## config.mk

```make
export PLATFORM = sky130hd
export DESIGN_NAME = owd_engine
export DESIGN_NICKNAME = d
export VERILOG_FILES = /design/src/core/owd_pkg.sv /design/src/core/owd_guard_timer.sv /design/src/core/owd_engine.sv
export SDC_FILE = /design/constraint.sdc
export NUM_CORES = 1
export LEC_CHECK = 0
export BUFFER_PORTS_ARGS = -buffer_cell sky130_fd_sc_hd__buf_4
export CAP_MARGIN = 20
export CORE_MARGIN = 2
export CORE_UTILIZATION = 35
export CTS_CLUSTER_SIZE = 24
export DETAILED_ROUTE_END_ITERATION = 10
export GPL_TIMING_DRIVEN = 0
export PLACE_DENSITY = 0.54
export SLEW_MARGIN = 15
export SYNTH_ARGS = -nofsm -noshare
export SYNTH_HDL_FRONTEND = slang
export SYNTH_SLANG_ARGS = --single-unit
```

## constraint.sdc

```tcl
create_clock -name i_core_clk -period 4.3 [get_ports i_core_clk]
set_input_delay 0.215 -clock i_core_clk [delete_from_list [all_inputs] [get_ports i_core_clk]]
set_output_delay 0.215 -clock i_core_clk [all_outputs]
set_load 0.01 [all_outputs]
```

## src/core/owd_pkg.sv

```systemverilog
// constants, field layout and state type of the one-wire debug instruction engine
package owd_pkg;

    // instruction byte layout
    localparam int OP_MSB = 7;
    localparam int OP_LSB = 5;
    localparam int SIZE_A_MSB = 3;
    localparam int SIZE_A_LSB = 2;
    localparam int SIZE_B_MSB = 1;
    localparam int SIZE_B_LSB = 0;
    localparam int PTR_MSB = 3;
    localparam int PTR_LSB = 2;
    localparam int CS_ADDR_MSB = 3;
    localparam int CS_ADDR_LSB = 0;

    // opcodes
    localparam logic [2:0] OP_DIRECT_LOAD = 3'h0;
    localparam logic [2:0] OP_INDIRECT_LOAD = 3'h1;
    localparam logic [2:0] OP_DIRECT_STORE = 3'h2;
    localparam logic [2:0] OP_INDIRECT_STORE = 3'h3;
    localparam logic [2:0] OP_CONTROL_SPACE_LOAD = 3'h4;

    // pointer_mode field values
    localparam logic [1:0] PTR_AT = 2'h0;
    localparam logic [1:0] PTR_POST_INC = 2'h1;
    localparam logic [1:0] PTR_REGISTER = 2'h2;

    // response characters and reset values
    localparam logic [7:0] ACK_CHAR = 8'h40;
    localparam logic [31:0] WORD_ZERO = 32'h0000_0000;
    localparam logic [23:0] ACK_PAD = 24'h00_0000;
    localparam logic [2:0] ONE_BYTE = 3'h1;
    localparam logic [2:0] CNT_ZERO = 3'h0;

    // default bus access time-out in core clock cycles
    localparam int BUS_TIMEOUT_DEFAULT = 65536;

    typedef enum logic [3:0] {
        ST_IDLE,
        ST_INSN,
        ST_ADDR,
        ST_DATA,
        ST_BUS,
        ST_CSRD,
        ST_TX,
        ST_ERROR
    } owd_state_t;

endpackage

```

## src/core/owd_guard_timer.sv

```systemverilog
// guard interval timer: counts idle bits of the current bit period
module owd_guard_timer #(
    parameter int PERIOD_W = 16,
    parameter int GUARD_W = 8
) (
    // clock, reset, enable
    input wire logic i_core_clk,
    input wire logic i_rst_n,
    input wire logic i_ce,
    // control
    input wire logic i_start,
    input wire logic [PERIOD_W-1:0] i_bit_cycles,
    input wire logic [GUARD_W-1:0] i_guard_bits,
    // status
    output logic o_done
);

    logic [PERIOD_W-1:0] period_r;
    logic [PERIOD_W-1:0] bit_cnt_r;
    logic [GUARD_W-1:0] bits_left_r;
    logic done_r;

    generate
        if (PERIOD_W < 2 || GUARD_W < 1) begin : g_bad
            $error("owd_guard_timer: widths too small");
        end
    endgenerate

    // period latched at start so each idle bit uses the current baud
    always_ff @(posedge i_core_clk or negedge i_rst_n) begin
        if (!i_rst_n) begin
            period_r <= '0;
            bit_cnt_r <= '0;
            bits_left_r <= '0;
            done_r <= 1'b1;
        end else if (i_ce) begin
            if (i_start) begin
                period_r <= i_bit_cycles;
                bit_cnt_r <= '0;
                bits_left_r <= i_guard_bits;
                done_r <= (i_guard_bits == '0);
            end else if (!done_r) begin
                if (bit_cnt_r + PERIOD_W'(1) >= period_r) begin
                    bit_cnt_r <= '0;
                    bits_left_r <= bits_left_r - GUARD_W'(1);
                    if (bits_left_r == GUARD_W'(1)) begin
                        done_r <= 1'b1;
                    end
                end else begin
                    bit_cnt_r <= bit_cnt_r + PERIOD_W'(1);
                end
            end
        end
    end

    assign o_done = done_r;

endmodule

```

## src/core/owd_engine.sv

```systemverilog
// instruction layer of the one-wire debug interface: loads, stores, acks, guard time
module owd_engine #(
    parameter int PERIOD_W = 16,
    parameter int GUARD_W = 8,
    parameter int CS_ADDR_W = 4,
    parameter int BUS_TIMEOUT_CYC = owd_pkg::BUS_TIMEOUT_DEFAULT
) (
    // clock, reset, enable
    input wire logic i_core_clk,
    input wire logic i_rst_n,
    input wire logic i_ce,
    // receive side of the serial physical layer
    input wire logic i_rx_valid,
    input wire logic [7:0] i_rx_data,
    input wire logic i_rx_sync,
    input wire logic i_rx_break,
    input wire logic i_rx_err,
    input wire logic [PERIOD_W-1:0] i_bit_cycles,
    // transmit side of the serial physical layer
    output logic o_tx_valid,
    output logic [7:0] o_tx_data,
    input wire logic i_tx_ready,
    // link_control_a guard field
    input wire logic [GUARD_W-1:0] i_guard_time_count,
    // bus_access_layer request port
    output logic o_bus_req,
    output logic o_bus_we,
    output logic [31:0] o_bus_addr,
    output logic [31:0] o_bus_wdata,
    output logic [2:0] o_bus_nbytes,
    input wire logic i_bus_ack,
    input wire logic i_bus_err,
    input wire logic [31:0] i_bus_rdata,
    // access_interface_space read port
    output logic o_cs_rd,
    output logic [CS_ADDR_W-1:0] o_cs_addr,
    input wire logic [7:0] i_cs_rdata,
    // status
    output logic o_err_state,
    output logic [31:0] o_pointer
);
    localparam int TO_W = $clog2(BUS_TIMEOUT_CYC + 1);
    generate
        if (BUS_TIMEOUT_CYC < 2 || CS_ADDR_W < 1 || CS_ADDR_W > 4) begin : g_bad
            $error("owd_engine: unsupported parameter value");
        end
    endgenerate
    owd_pkg::owd_state_t state_r;
    logic [2:0] op_r;
    logic [1:0] ptr_mode_r;
    logic [2:0] size_a_r;
    logic [2:0] size_b_r;
    logic [2:0] cnt_r;
    logic [31:0] addr_r;
    logic [31:0] wdata_r;
    logic [31:0] ptr_r;
    logic [31:0] tx_buf_r;
    logic [2:0] tx_left_r;
    logic tx_valid_r;
    logic bus_req_r;
    logic bus_we_r;
    logic [31:0] bus_addr_r;
    logic [31:0] bus_wdata_r;
    logic [2:0] bus_nbytes_r;
    logic cs_rd_r;
    logic [CS_ADDR_W-1:0] cs_addr_r;
    logic err_r;
    logic guard_start_r;
    logic guard_done;
    logic [TO_W-1:0] to_cnt_r;
    logic bus_fail;
    logic [31:0] addr_full;
    logic [31:0] wdata_full;
    // size code n means n+1 bytes, so 32 bits at most
    function automatic logic [2:0] nbytes(input logic [1:0] code);
        return {1'b0, code} + 3'h1;
    endfunction
    // place a received byte, least significant first
    function automatic logic [31:0] put_byte(input logic [31:0] w, input logic [2:0] idx, input logic [7:0] b);
        logic [31:0] r;
        r = w;
        r[idx[1:0]*8 +: 8] = b;
        return r;
    endfunction
    assign addr_full = put_byte(addr_r, cnt_r, i_rx_data);
    assign wdata_full = put_byte(wdata_r, cnt_r, i_rx_data);
    // guard starts at the last received byte and runs in parallel with bus access
    owd_guard_timer #(
        .PERIOD_W(PERIOD_W),
        .GUARD_W(GUARD_W)
    ) u_guard (
        .i_core_clk(i_core_clk),
        .i_rst_n(i_rst_n),
        .i_ce(i_ce),
        .i_start(guard_start_r),
        .i_bit_cycles(i_bit_cycles),
        .i_guard_bits(i_guard_time_count),
        .o_done(guard_done)
    );
    // bus access time-out bounds the idle gap
    always_ff @(posedge i_core_clk or negedge i_rst_n) begin
        if (!i_rst_n) begin
            to_cnt_r <= '0;
        end else if (i_ce) begin
            if (state_r == owd_pkg::ST_BUS && bus_req_r) begin
                to_cnt_r <= to_cnt_r + TO_W'(1);
            end else begin
                to_cnt_r <= '0;
            end
        end
    end
    assign bus_fail = (state_r == owd_pkg::ST_BUS) && !i_bus_ack &&
                      (i_bus_err || to_cnt_r == TO_W'(BUS_TIMEOUT_CYC - 1));
    // instruction sequencer
    always_ff @(posedge i_core_clk or negedge i_rst_n) begin
        if (!i_rst_n) begin
            state_r <= owd_pkg::ST_IDLE;
            op_r <= owd_pkg::OP_DIRECT_LOAD;
            ptr_mode_r <= owd_pkg::PTR_AT;
            size_a_r <= owd_pkg::ONE_BYTE;
            size_b_r <= owd_pkg::ONE_BYTE;
            cnt_r <= owd_pkg::CNT_ZERO;
            addr_r <= owd_pkg::WORD_ZERO;
            wdata_r <= owd_pkg::WORD_ZERO;
            ptr_r <= owd_pkg::WORD_ZERO;
            tx_buf_r <= owd_pkg::WORD_ZERO;
            tx_left_r <= owd_pkg::CNT_ZERO;
            tx_valid_r <= 1'b0;
            bus_req_r <= 1'b0;
            bus_we_r <= 1'b0;
            bus_addr_r <= owd_pkg::WORD_ZERO;
            bus_wdata_r <= owd_pkg::WORD_ZERO;
            bus_nbytes_r <= owd_pkg::ONE_BYTE;
            cs_rd_r <= 1'b0;
            cs_addr_r <= '0;
            err_r <= 1'b0;
            guard_start_r <= 1'b0;
        end else if (i_ce) begin
            cs_rd_r <= 1'b0;
            guard_start_r <= 1'b0;
            if (i_rx_break) begin
                // break is the only way out of the error state
                state_r <= owd_pkg::ST_IDLE;
                err_r <= 1'b0;
                bus_req_r <= 1'b0;
                tx_valid_r <= 1'b0;
            end else if (state_r != owd_pkg::ST_ERROR && (i_rx_err || bus_fail)) begin
                state_r <= owd_pkg::ST_ERROR;
                err_r <= 1'b1;
                bus_req_r <= 1'b0;
                tx_valid_r <= 1'b0;
            end else begin
                case (state_r)
                    owd_pkg::ST_IDLE: begin
                        // each instruction follows a sync character
                        if (i_rx_sync) begin
                            state_r <= owd_pkg::ST_INSN;
                        end
                    end
                    owd_pkg::ST_INSN: begin
                        if (i_rx_valid) begin
                            op_r <= i_rx_data[owd_pkg::OP_MSB:owd_pkg::OP_LSB];
                            ptr_mode_r <= i_rx_data[owd_pkg::PTR_MSB:owd_pkg::PTR_LSB];
                            size_a_r <= nbytes(i_rx_data[owd_pkg::SIZE_A_MSB:owd_pkg::SIZE_A_LSB]);
                            size_b_r <= nbytes(i_rx_data[owd_pkg::SIZE_B_MSB:owd_pkg::SIZE_B_LSB]);
                            cnt_r <= owd_pkg::CNT_ZERO;
                            addr_r <= owd_pkg::WORD_ZERO;
                            wdata_r <= owd_pkg::WORD_ZERO;
                            bus_we_r <= 1'b0;
                            // two address spaces are reachable
                            case (i_rx_data[owd_pkg::OP_MSB:owd_pkg::OP_LSB])
                                owd_pkg::OP_DIRECT_LOAD, owd_pkg::OP_DIRECT_STORE: begin
                                    state_r <= owd_pkg::ST_ADDR;
                                end
                                owd_pkg::OP_INDIRECT_LOAD: begin
                                    guard_start_r <= 1'b1;
                                    if (i_rx_data[owd_pkg::PTR_MSB:owd_pkg::PTR_LSB] == owd_pkg::PTR_REGISTER) begin
                                        // pointer readout, same protocol
                                        tx_buf_r <= ptr_r;
                                        tx_left_r <= nbytes(i_rx_data[owd_pkg::SIZE_B_MSB:owd_pkg::SIZE_B_LSB]);
                                        state_r <= owd_pkg::ST_TX;
                                    end else begin
                                        bus_req_r <= 1'b1;
                                        bus_addr_r <= ptr_r;
                                        bus_nbytes_r <= nbytes(i_rx_data[owd_pkg::SIZE_B_MSB:owd_pkg::SIZE_B_LSB]);
                                        state_r <= owd_pkg::ST_BUS;
                                    end
                                end
                                owd_pkg::OP_INDIRECT_STORE: begin
                                    if (i_rx_data[owd_pkg::PTR_MSB:owd_pkg::PTR_LSB] == owd_pkg::PTR_REGISTER) begin
                                        // pointer mode occupies the size-A bits, address size is in bits 1:0
                                        size_a_r <= nbytes(i_rx_data[owd_pkg::SIZE_B_MSB:owd_pkg::SIZE_B_LSB]);
                                        state_r <= owd_pkg::ST_ADDR;
                                    end else begin
                                        state_r <= owd_pkg::ST_DATA;
                                    end
                                end
                                owd_pkg::OP_CONTROL_SPACE_LOAD: begin
                                    // address from operand, one byte back
                                    cs_addr_r <= i_rx_data[CS_ADDR_W-1:owd_pkg::CS_ADDR_LSB];
                                    cs_rd_r <= 1'b1;
                                    guard_start_r <= 1'b1;
                                    state_r <= owd_pkg::ST_CSRD;
                                end
                                default: begin
                                    state_r <= owd_pkg::ST_ERROR;
                                    err_r <= 1'b1;
                                end
                            endcase
                        end
                    end
                    owd_pkg::ST_ADDR: begin
                        if (i_rx_valid) begin
                            addr_r <= addr_full;
                            cnt_r <= cnt_r + 3'h1;
                            if (cnt_r + 3'h1 == size_a_r) begin
                                cnt_r <= owd_pkg::CNT_ZERO;
                                guard_start_r <= 1'b1;
                                if (op_r == owd_pkg::OP_DIRECT_LOAD) begin
                                    // address taken as sent, never advanced
                                    bus_req_r <= 1'b1;
                                    bus_addr_r <= addr_full;
                                    bus_nbytes_r <= size_b_r;
                                    state_r <= owd_pkg::ST_BUS;
                                end else begin
                                    if (op_r == owd_pkg::OP_INDIRECT_STORE) begin
                                        ptr_r <= addr_full;
                                    end
                                    // address acknowledge
                                    tx_buf_r <= {owd_pkg::ACK_PAD, owd_pkg::ACK_CHAR};
                                    tx_left_r <= owd_pkg::ONE_BYTE;
                                    state_r <= owd_pkg::ST_TX;
                                end
                            end
                        end
                    end
                    owd_pkg::ST_DATA: begin
                        if (i_rx_valid) begin
                            wdata_r <= wdata_full;
                            cnt_r <= cnt_r + 3'h1;
                            if (cnt_r + 3'h1 == size_b_r) begin
                                cnt_r <= owd_pkg::CNT_ZERO;
                                guard_start_r <= 1'b1;
                                bus_req_r <= 1'b1;
                                bus_we_r <= 1'b1;
                                bus_addr_r <= (op_r == owd_pkg::OP_DIRECT_STORE) ? addr_r : ptr_r;
                                bus_wdata_r <= wdata_full;
                                bus_nbytes_r <= size_b_r;
                                state_r <= owd_pkg::ST_BUS;
                            end
                        end
                    end
                    owd_pkg::ST_BUS: begin
                        if (i_bus_ack) begin
                            bus_req_r <= 1'b0;
                            if (ptr_mode_r == owd_pkg::PTR_POST_INC && op_r != owd_pkg::OP_DIRECT_LOAD &&
                                op_r != owd_pkg::OP_DIRECT_STORE) begin
                                ptr_r <= ptr_r + {29'h0, size_b_r};
                            end
                            if (bus_we_r) begin
                                // ack only after the write succeeded
                                tx_buf_r <= {owd_pkg::ACK_PAD, owd_pkg::ACK_CHAR};
                                tx_left_r <= owd_pkg::ONE_BYTE;
                            end else begin
                                tx_buf_r <= i_bus_rdata;
                                tx_left_r <= size_b_r;
                            end
                            state_r <= owd_pkg::ST_TX;
                        end
                    end
                    owd_pkg::ST_CSRD: begin
                        tx_buf_r <= {owd_pkg::ACK_PAD, i_cs_rdata};
                        tx_left_r <= owd_pkg::ONE_BYTE;
                        state_r <= owd_pkg::ST_TX;
                    end
                    owd_pkg::ST_TX: begin
                        if (!tx_valid_r) begin
                            // first byte waits for the guard interval
                            if (!guard_start_r && guard_done) begin
                                tx_valid_r <= 1'b1;
                            end
                        end else if (i_tx_ready) begin
                            tx_buf_r <= {8'h00, tx_buf_r[31:8]};
                            tx_left_r <= tx_left_r - 3'h1;
                            if (tx_left_r == owd_pkg::ONE_BYTE) begin
                                tx_valid_r <= 1'b0;
                                if (op_r == owd_pkg::OP_DIRECT_STORE && !bus_we_r) begin
                                    state_r <= owd_pkg::ST_DATA;
                                end else begin
                                    state_r <= owd_pkg::ST_IDLE;
                                end
                            end
                        end
                    end
                    owd_pkg::ST_ERROR: begin
                        state_r <= owd_pkg::ST_ERROR;
                    end
                    default: begin
                        state_r <= owd_pkg::ST_IDLE;
                    end
                endcase
            end
        end
    end
    assign o_tx_valid = tx_valid_r;
    assign o_tx_data = tx_buf_r[7:0];
    assign o_bus_req = bus_req_r;
    assign o_bus_we = bus_we_r;
    assign o_bus_addr = bus_addr_r;
    assign o_bus_wdata = bus_wdata_r;
    assign o_bus_nbytes = bus_nbytes_r;
    assign o_cs_rd = cs_rd_r;
    assign o_cs_addr = cs_addr_r;
    assign o_err_state = err_r;
    assign o_pointer = ptr_r;
endmodule

```

### Word level (Yosys, flattened, before mapping)

Cells that the tools add are included.

| word-level totals | value |
|---|---|
| memory bits (read-only) | 0 |
| memories kept | 0 |
| memory bits (writable) | 0 |
| bits in latches | 0 |
| logic and storage cells | 272 |
| bits of input ports | 82 |
| register bits | 284 |

| operators by class | value |
|---|---|
| div/mod/pow operators | 0 |
| mux-type cells | 132 |
| bitwise gates (word level) | 2 |
| equal/unequal tests | 52 |
| reductions and logical operators | 48 |
| $mul | 0 |
| order comparisons | 1 |
| shift operators | 2 |
| add/subtract/negate cells | 9 |

Operators by type and width:

| operator | number |
|---|---|
| $mux 32 | 28 |
| $pmux 32 s2 | 3 |
| $pmux 32 s5 | 1 |
| $pmux 32 s3 | 1 |
| $mux 3 | 25 |
| $bwmux 32 | 2 |
| $mux 16 | 3 |
| $mux 4 | 12 |
| $ne 4x4->1 const B | 11 |
| $mux 1 | 42 |
| $neg 5->34 | 1 |
| $shift 8x34->32 const A | 1 |
| $shiftx 8x34->32 | 1 |
| $add 32x3->32 | 1 |
| $pmux 4 s8 | 1 |
| $ne 2x2->1 const B | 14 |
| $mux 8 | 3 |
| $reduce_and 6->1 | 4 |
| $reduce_and 11->1 | 2 |
| $pmux 3 s3 | 2 |
| $add 17x1->17 const B | 1 |
| $eq 17x16->1 const B | 1 |
| $mux 17 | 1 |
| $add 16x1->16 const B | 1 |
| other kinds (46) | 84 |

### Depth between registers and ports, before layout

Gate-level depths: netlist of the first run.

| logic depth | value |
|---|---|
| depth after elaboration | 9 |
| mapped depth | 14 |
| gate-level depth less buffers | 13 |

### Cells and area by module

Synthesis of the first run repeated with hierarchy kept, for this count alone.

| second synthesis, totals | value |
|---|---|
| cell total of the unflattened synthesis | 1502 |
| area, all modules | 15339.7 um2 |

Modules (own cells, without submodules):

| module | seq. area each (um2) | cells an instance | area each (um2) | instances |
|---|---|---|---|---|
| owd_engine | 6059.6 | 1240 | 12771.0 | 1 |
| owd_guard_timer | 1027.2 | 262 | 2568.7 | 1 |

### Worst setup path before layout of the first run

Ideal clock, no wire load.

| path | value |
|---|---|
| kind | flip-flop to flip-flop |
| start | register u_guard.bit_cnt_r[2] |
| end | register u_guard.bits_left_r[7] |
| cell stages (with the launch flop) | 12 |
| required time | 4.218 ns |
| arrival | 3.228 ns |
| setup time | 0.082 ns |
| setup slack | 0.990 ns |
| path buffers | 0 |
| clock period less this slack | 3.310 ns |
| cells stage by stage | dfrtp_1 nand4_1 nor4_1 nand3_1 xnor2_1 ha_1 and4_1 nand2_1 nor4_4 nor3_1 or4_1 a31oi_1 |

| on the way | value |
|---|---|
| cells in the longest elaborated chain, start to end | 4 |

Ends and longest elaborated chain:

| element | line | RTL |
|---|---|---|
| from (decl) | owd_guard_timer.sv:19 | `logic [PERIOD_W-1:0] bit_cnt_r;` |
| from (signal assigned) | owd_guard_timer.sv:50 | `bit_cnt_r <= bit_cnt_r + PERIOD_W'(1);` |
| $add 16x1->16 | owd_guard_timer.sv:43 | `if (bit_cnt_r + PERIOD_W'(1) >= period_r) begin` |
| $ge 16x16->1 | owd_guard_timer.sv:43 |  |
| $reduce_bool 2->1 (no source line) | n/a |  |
| $reduce_and 3->1 (no source line) | n/a |  |
| to (signal assigned) | owd_guard_timer.sv:40 | `bits_left_r <= i_guard_bits;` |
| to (signal assigned) | owd_guard_timer.sv:45 | `bits_left_r <= bits_left_r - GUARD_W'(1);` |
| to (decl) | owd_guard_timer.sv:20 | `logic [GUARD_W-1:0] bits_left_r;` |

Every way passes these cells.
A chain may end at the register's enable or synchronous reset.

### Worst setup path in the final report of the first run

| path | value |
|---|---|
| start | register u_guard.bit_cnt_r[0] |
| end | register u_guard.bits_left_r[7] |

Same word-level chain as after synthesis.

==> results of run 1 <==
## worst max path at each step
| stage | startpoint | to | slack, ns | cells after the start |
|---|---|---|---|---|
| finish | u_guard.bit_cnt_r[0] | u_guard.bits_left_r[7] | 0.37 | 13 |
| global route | u_guard.bit_cnt_r[0] | u_guard.bits_left_r[2] | 0.07 | 13 |
| CTS | u_guard.bit_cnt_r[2] | u_guard.bit_cnt_r[6] | 0.27 | 12 |
| detailed placement | u_guard.bit_cnt_r[2] | u_guard.bits_left_r[7] | 0.26 | 11 |
| global placement | u_guard.bit_cnt_r[2] | u_guard.bits_left_r[7] | 0.31 | 11 |
| floorplan | u_guard.bit_cnt_r[2] | u_guard.bits_left_r[7] | 0.99 | 11 |
## cell usage after synthesis (5+ instances only)
| cell type | number | share of area |
|---|---|---|
| a21o_1 | 34 | 0.016 |
| a21oi_1 | 150 | 0.048 |
| a221oi_1 | 5 | 0.0028 |
| a222oi_1 | 18 | 0.012 |
| a22o_1 | 6 | 0.0034 |
| a22oi_1 | 31 | 0.015 |
| a2bb2oi_1 | 14 | 0.0079 |
| a31o_2 | 6 | 0.0034 |
| a31oi_1 | 18 | 0.0072 |
| and2_1 | 12 | 0.0048 |
| and3_1 | 15 | 0.0060 |
| and4_1 | 6 | 0.0034 |
| buf_2 | 26 | 0.0084 |
| buf_4 | 10 | 0.0048 |
| buf_6 | 6 | 0.0043 |
| clkbuf_1 | 88 | 0.021 |
| dfrtp_1 | 279 | 0.45 |
| ha_1 | 34 | 0.027 |
| inv_1 | 65 | 0.016 |
| mux2_2 | 34 | 0.025 |
| nand2_1 | 221 | 0.053 |
| nand2b_1 | 37 | 0.015 |
| nand3_1 | 47 | 0.015 |
| nand4_1 | 10 | 0.0040 |
| nor2_1 | 104 | 0.025 |
| nor2b_1 | 28 | 0.011 |
| nor3_1 | 20 | 0.0064 |
| nor4_1 | 9 | 0.0036 |
| o21ai_0 | 191 | 0.062 |
| o21ai_1 | 7 | 0.0023 |
| o221ai_1 | 17 | 0.0096 |
| o22ai_1 | 25 | 0.010 |
| o31ai_1 | 20 | 0.0097 |
| or2_2 | 5 | 0.0020 |
| or3_1 | 16 | 0.0064 |
| xnor2_1 | 13 | 0.0073 |
| xor2_1 | 19 | 0.011 |
## per-layer routing
layer  vias up  track usage  part of all wire
met1      7193        0.350              0.45
met5         -            0                 0
met3        92       0.0493             0.079
met2       598        0.369              0.44
li1       6776            -                 -
met4         0       0.0810             0.028
## worst register-to-register path, delay by kind of cell (launching register included)
kind	cells	cell delay, ns
adders and majority gates	2	0.58
AOI/OAI and AO/OA	2	0.65
and+or+nand+nor	8	2.02
DFF	1	0.43
xor gates and xnor gates	1	0.17
## power breakdown
part | leakage, nW | switching [W] | total, W | internal (W)
clock network | 0.555 | 0.00119 | 0.00300 | 0.00181
logic | 4.27 | 0.00250 | 0.00408 | 0.00158
registers | 3.79 | 0.000469 | 0.00368 | 0.00321
## flip-flops by register name, summed over array words and instances, names as in the netlist, 4 cells and up
signal,flops
addr_r,32
o_bus_addr,32
o_bus_wdata,32
o_pointer,32
tx_buf_r,32
wdata_r,32
to_cnt_r,17
u_guard.bit_cnt_r,16
u_guard.period_r,16
u_guard.bits_left_r,8
o_cs_addr,4
## through the flow
stage,power [W],setup WS [ns],util,instance area (sq um),hold slack [ns]
2_1_floorplan,0.00613,0.990,-,15500,-0.0806
3_3_place_gp,0.00763,0.309,0.403,17800,0.450
3_5_place_dp,0.00770,0.261,0.405,17800,0.0976
4_1_cts,0.0108,0.269,0.440,19400,0.000733
5_1_grt,0.0114,0.0691,0.441,19400,0.0199
6_report,0.0108,0.369,0.441,19400,0.0163
## layout make-up
class                           instances  area, sq um  share of cell area
Sequential cell                       283         7090               0.365
Clock buffer                           55         1060              0.0548
Inverter                               65          244              0.0126
Tap cell                              592          741              0.0382
Multi-Input combinational cell       1252         7600               0.392
Buffer                                134          618              0.0318
Clock inverter                          4         70.1             0.00361
Timing Repair Buffer                  242         1980               0.102
## cells by family (layout without fill, tap and decap cells)
family / after synthesis / count (layout)
compound gates: 580 / 580
xor+xnor: 34 / 34
fa+ha+maj: 36 / 36
buf+inv: 199 / 500
flops: 283 / 283
mux: 42 / 42
simple gates: 560 / 560
## what timing repair did
action / 4_1_cts / 5_1_grt
hold buffers: 40 / 0
setup buffers: 0 / 2
endpoints found under the hold margin: 253 / 0
endpoints found under the setup margin: 0 / 8
gates resized for setup: 0 / 2
==> qor_table.md, run 1 <==
| Metric | Value | Unit |
| --- | --- | --- |
| Number of I/O pins | 198 | - |
| Max rail drop VDD | 0.289 | mV |
| Width of the die | 215 | microns |
| Most frequently used flop master after synthesis | dfrtp_1 | - |
| Buf+Inv Stages, Crit Path | 0 | - |
| Post-Layout Cell Count | 2627 | - |
| Worst-path cell chain | ha_1 > and3_1 > nand3_1 > nor2_1 > nand3_1 > xnor2_1 > ha_1 > and4_1 > nand2_1 > a31oi_1 > nor3_1 > or4_1 > a31oi_1 | - |
| Critical Path RT | 4.76 | ns |
| Wire length of the first global-routing pass | 87.4 | mm |
| Worst Hold End | tx_buf_r[15] | - |
| Status | complete, no violations | - |
| Largest net degree at the start of global routing | 100 | - |
| Post-layout net count | 2130 | - |
| Post-route ant nets | 0 | - |
| Max-slew headroom | 0.259 | - |
| Start point of the worst min-delay path | i_bus_rdata[15] | - |
| Delay of the slowest critical-path stage | 0.55 | ns |
| Layout-stage area growth over the synthesis result | 24.9 | % |
| Fin. Hold Viols | 0 | - |
| Yosys warning total | 0 | - |
| Setup TNS after final layout | 0 | ns |
| Clk Latency, worst-skew pair | 0.55 | ns |
| Filler cells | 4369 | - |
| Cts bufs inserted | 35 | - |
| Clock-pin transition on the worst setup and hold timing paths | 0.06 | ns |
| Syn Nets | 1851 | - |
| Detailed-router iteration count before antenna repair | 9 | - |
| Terminus of the critical flop-to-flop path | u_guard.bits_left_r[7] | - |
| Via count of the first global-routing pass | 14200 | - |
| Total of flip-flops plus latches after synthesis | 283 | - |
| Initial standard-cell utilization of the core | 0.353 | - |
| Count of maximum capacitance violations | 0 | - |
| Number of sinks on the clock net | 283 | - |
| Critical Path Fanout Max | 6 | - |
| Clock root buffer | clkbuf_16 | - |
| TritonCTS clock tree | yes | - |
| Die area | 46100 | sq um |
| Starting DRC count in detailed routing | 1256 | - |
| Vias per std cell | 5.58 | - |
| Compound-cell area share of the yosys netlist | 0.231 | - |
| Number of H-tree levels | 2 | - |
| Initial antenna violation count | 0 | - |
| Hold Crit Depth | 3 | - |
| Height of the die | 215 | microns |
| Overall overflow remaining after global route | 0 | - |
| Area of the mapped netlist | 15500 | sq um |
| Synthesized-area fraction occupied by adder cells | 0.0293 | - |
| Number of distinct library cells after synthesis | 82 | - |
| Floorplan core area | 44000 | sq um |
| Critical path launch point type | flop | - |
| Multiplexer area fraction after synthesis | 0.0301 | - |
| Global router's overall resource usage | 0.245 | - |
| Setup repair after global routing missed its margin | false | - |
| Half-perimeter wire length of the detailed placement result | 42.3 | mm |
| Placed insts | 2526 | - |
| Maximum clock rate | 0.254 | GHz |
| Share of synthesized registers carrying an async set or reset | 1.00 | - |
| Maximum buffer depth of the clock tree | 3 | - |
| Fraction of the mapped netlist area in simple logic gates | 0.177 | - |
| Static Leak | 8.62 | nW |
| Type of element capturing the critical path | flop | - |
| Master of the slowest instance on the critical path | or4_1 | - |
| Measured slew at the worst slew-check pin | 1.10 | ns |
| Post-Route Skew | 0.0254 | ns |
| Sum of routed wire length over all layers | 57.1 | mm |
| Count of input and output buffers | 197 | - |
| Worst EP arrival | 4.40 | ns |
| Setup slack on the worst flop-to-flop path | 0.37 | ns |
| Seq/Total Area, Yosys | 0.456 | - |
| Total of endpoints with negative setup slack in the final report | 0 | - |
| Proportion of layout cells with a drive suffix above 1 | 0.177 | - |
| Post-synthesis instance total | 1734 | - |
| Wire per inst | 21.7 | microns |
| PD cells | 554 | nW/um^2 |
| Cell family contributing the most delay on the critical path | simple AND/OR/NAND/NOR gates | - |
| Xor and xnor fraction of the mapped netlist area | 0.0209 | - |
| Combinational family with the most area after synthesis | compound AO/OA/AOI/OAI gates | - |
| Fin crit share | 0.914 | - |
| N_diodes | 0 | - |
| DRC | 0 | - |
| Final worst path period need | 3.93 | ns |
| Classification of the worst-slack hold path | in -> reg | - |
| Critical path class | reg -> reg | - |
| Source of the worst register-to-register timing path | u_guard.bit_cnt_r[0] | - |
| Most used cells in the layout excluding fill and tap cells | dfrtp_1, nand2_1, buf_4, o21ai_0, a21oi_1 | - |
| Most common cell after layout, fill and taps aside | dfrtp_1 | - |
| DR vias | 14700 | - |
| Final number of max-transition violations | 0 | - |
| Number of enable flip-flop cells after synthesis | 0 | - |
| Number of placement rows | 77 | - |
| Final weighted congestion in routability-driven placement | 0.893 | - |
| Synth Area per Inst | 8.96 | sq um |
| R2R depth | 13 | - |
(Power assumes the default switching activity.)
==> run 2: changes to the inputs <==
--- a/config.mk
+++ b/config.mk
@@ -7,6 +7,7 @@
 export LEC_CHECK = 0
 export BUFFER_PORTS_ARGS = -buffer_cell sky130_fd_sc_hd__buf_4
 export CAP_MARGIN = 20
+export CORE_ASPECT_RATIO = 2
 export CORE_MARGIN = 2
 export CORE_UTILIZATION = 35
 export CTS_CLUSTER_SIZE = 24
==> constraint.sdc (replaced) <==
create_clock -name i_core_clk -period 5.1 [get_ports i_core_clk]
set_input_delay 0.255 -clock i_core_clk [delete_from_list [all_inputs] [get_ports i_core_clk]]
set_output_delay 0.255 -clock i_core_clk [all_outputs]
set_load 0.01 [all_outputs]
==> qor_table.md, run 2 (same netlist as run 1, synthesis figures left out) <==
| Metric | Value | Unit |
| --- | --- | --- |
| Status | complete, no violations | - |
| Number of sinks on the clock net | 283 | - |
| Maximum buffer depth of the clock tree | 3 | - |
| Measured slew at the worst slew-check pin | 1.18 | ns |
| Overall overflow remaining after global route | 0 | - |
| Half-perimeter wire length of the detailed placement result | 50.7 | mm |
| Vias per std cell | 5.70 | - |
| Max-slew headroom | 0.207 | - |
| Final weighted congestion in routability-driven placement | 0.966 | - |
| Fin crit share | 0.844 | - |
| Layout-stage area growth over the synthesis result | 22.1 | % |
| Max rail drop VDD | 0.323 | mV |
| Total of endpoints with negative setup slack in the final report | 0 | - |
| Classification of the worst-slack hold path | in -> reg | - |
| Proportion of layout cells with a drive suffix above 1 | 0.177 | - |
| Via count of the first global-routing pass | 15000 | - |
| Global router's overall resource usage | 0.270 | - |
| Count of input and output buffers | 197 | - |
| Most common cell after layout, fill and taps aside | dfrtp_1 | - |
| Worst EP arrival | 4.77 | ns |
| Setup slack at placement | 0.875 | ns |
| Number of placement rows | 109 | - |
| TritonCTS clock tree | yes | - |
| Clock root buffer | clkbuf_16 | - |
| Final number of max-transition violations | 0 | - |
| Initial standard-cell utilization of the core | 0.353 | - |
| N_diodes | 0 | - |
| Number of I/O pins | 198 | - |
| Sum of routed wire length over all layers | 63.7 | mm |
| Clk Latency, worst-skew pair | 0.58 | ns |
| Clock-pin transition on the worst setup and hold timing paths | 0.06 | ns |
| Wire per inst | 24.9 | microns |
| Die area | 46200 | sq um |
| Source of the worst register-to-register timing path | u_guard.bit_cnt_r[2] | - |
| Static Leak | 8.44 | nW |
| Height of the die | 302 | microns |
| Count of maximum capacitance violations | 0 | - |
| Starting DRC count in detailed routing | 1109 | - |
| Critical path launch point type | flop | - |
| Most used cells in the layout excluding fill and tap cells | dfrtp_1, nand2_1, buf_4, o21ai_0, a21oi_1 | - |
| Initial antenna violation count | 0 | - |
| Floorplan core area | 44100 | sq um |
| DRC | 0 | - |
| Width of the die | 153 | microns |
| Hold Crit Depth | 3 | - |
| Critical path startpoint | u_guard.bit_cnt_r[2] | - |
| Start point of the worst min-delay path | i_bus_rdata[5] | - |
| Post-route ant nets | 0 | - |
| Final worst path period need | 4.30 | ns |
| Cts bufs inserted | 28 | - |
| Critical path class | reg -> reg | - |
| Critical Path Fanout Max | 7 | - |
| Setup ws final | 0.796 | ns |
| Critical Path RT | 5.57 | ns |
| Setup repair after global routing missed its margin | false | - |
| Post-Route Utilization | 0.431 | - |
| Detailed-router iteration count before antenna repair | 8 | - |
| Number of H-tree levels | 1 | - |
| PD cells | 468 | nW/um^2 |
| Setup TNS after final layout | 0 | ns |
| R2R depth | 11 | - |
| Post-layout net count | 2104 | - |
| Wire length of the first global-routing pass | 94.3 | mm |
| DR vias | 14600 | - |
| Largest net degree at the start of global routing | 99 | - |
| Fin. Hold Viols | 0 | - |
| Type of element capturing the critical path | flop | - |
| Post-Route Skew | 0.0303 | ns |
| Maximum clock rate | 0.232 | GHz |
[run 2: worst paths after layout]
check,to,slack [ns]
min,tx_buf_r[5],0.003
min in group asynchronous,o_bus_addr[10],0.22
min reg2reg,o_bus_wdata[0],0.48
max in group asynchronous,o_bus_nbytes[0],3.65
max reg2reg,u_guard.bits_left_r[2],0.80
max,u_guard.bits_left_r[2],0.80
[run 2: what timing repair did]
action                    4_1_cts  5_1_grt
buffers inserted                0        0
hold buffers                   23        0
hold endpoints to repair       80        0
gates resized for setup         0        0
[run 2: critical path: stages (launching register included)]
cell and delay [ns]:
dfrtp_1 0.47, nand4_1 0.18, nor4_1 0.76, nand3_1 0.27
xnor2_1 0.19, ha_1 0.29, a21oi_1 0.14, a2bb2oi_1 0.22
o211ai_1 0.26, o31ai_1 0.82, mux2_2 0.41, a211oi_1 0.20
[run 2: power breakdown]
group	switching, W	internal [W]
clock	0.000973	0.00122
combinational	0.00225	0.00132
sequential	0.000414	0.00271
total	0.00363	0.00525
[run 2: layer usage]
layer	vias to the layer above	global-route usage	routed length, microns
li1	6725	-	-
met1	7166	0.265	21300
met3	191	0.0305	2550
met5	-	0	0
met2	545	0.518	34500
met4	0	0.195	5360
[run 2: final cells by class]
type,instances,area [sq um]
Clock inverter,12,125
Clock buffer,40,817
Multi-Input combinational cell,1252,7600
Sequential cell,283,7090
Fill cell,4354,25100
Timing Repair Buffer,223,1800
Tap cell,555,694
Inverter,65,244
Buffer,134,618
[run 2: stage by stage]
step	std cells	hold slack [ns]	area [sq um]	total power [W]
2_1_floorplan	1734	-0.0406	15500	0.00516
3_3_place_gp	2486	0.461	17700	0.00662
3_5_place_dp	2489	0.223	17800	0.00668
4_1_cts	2564	0.00201	19000	0.00890
5_1_grt	2564	0.0373	19000	0.00934
6_report	2564	0.00319	19000	0.00888
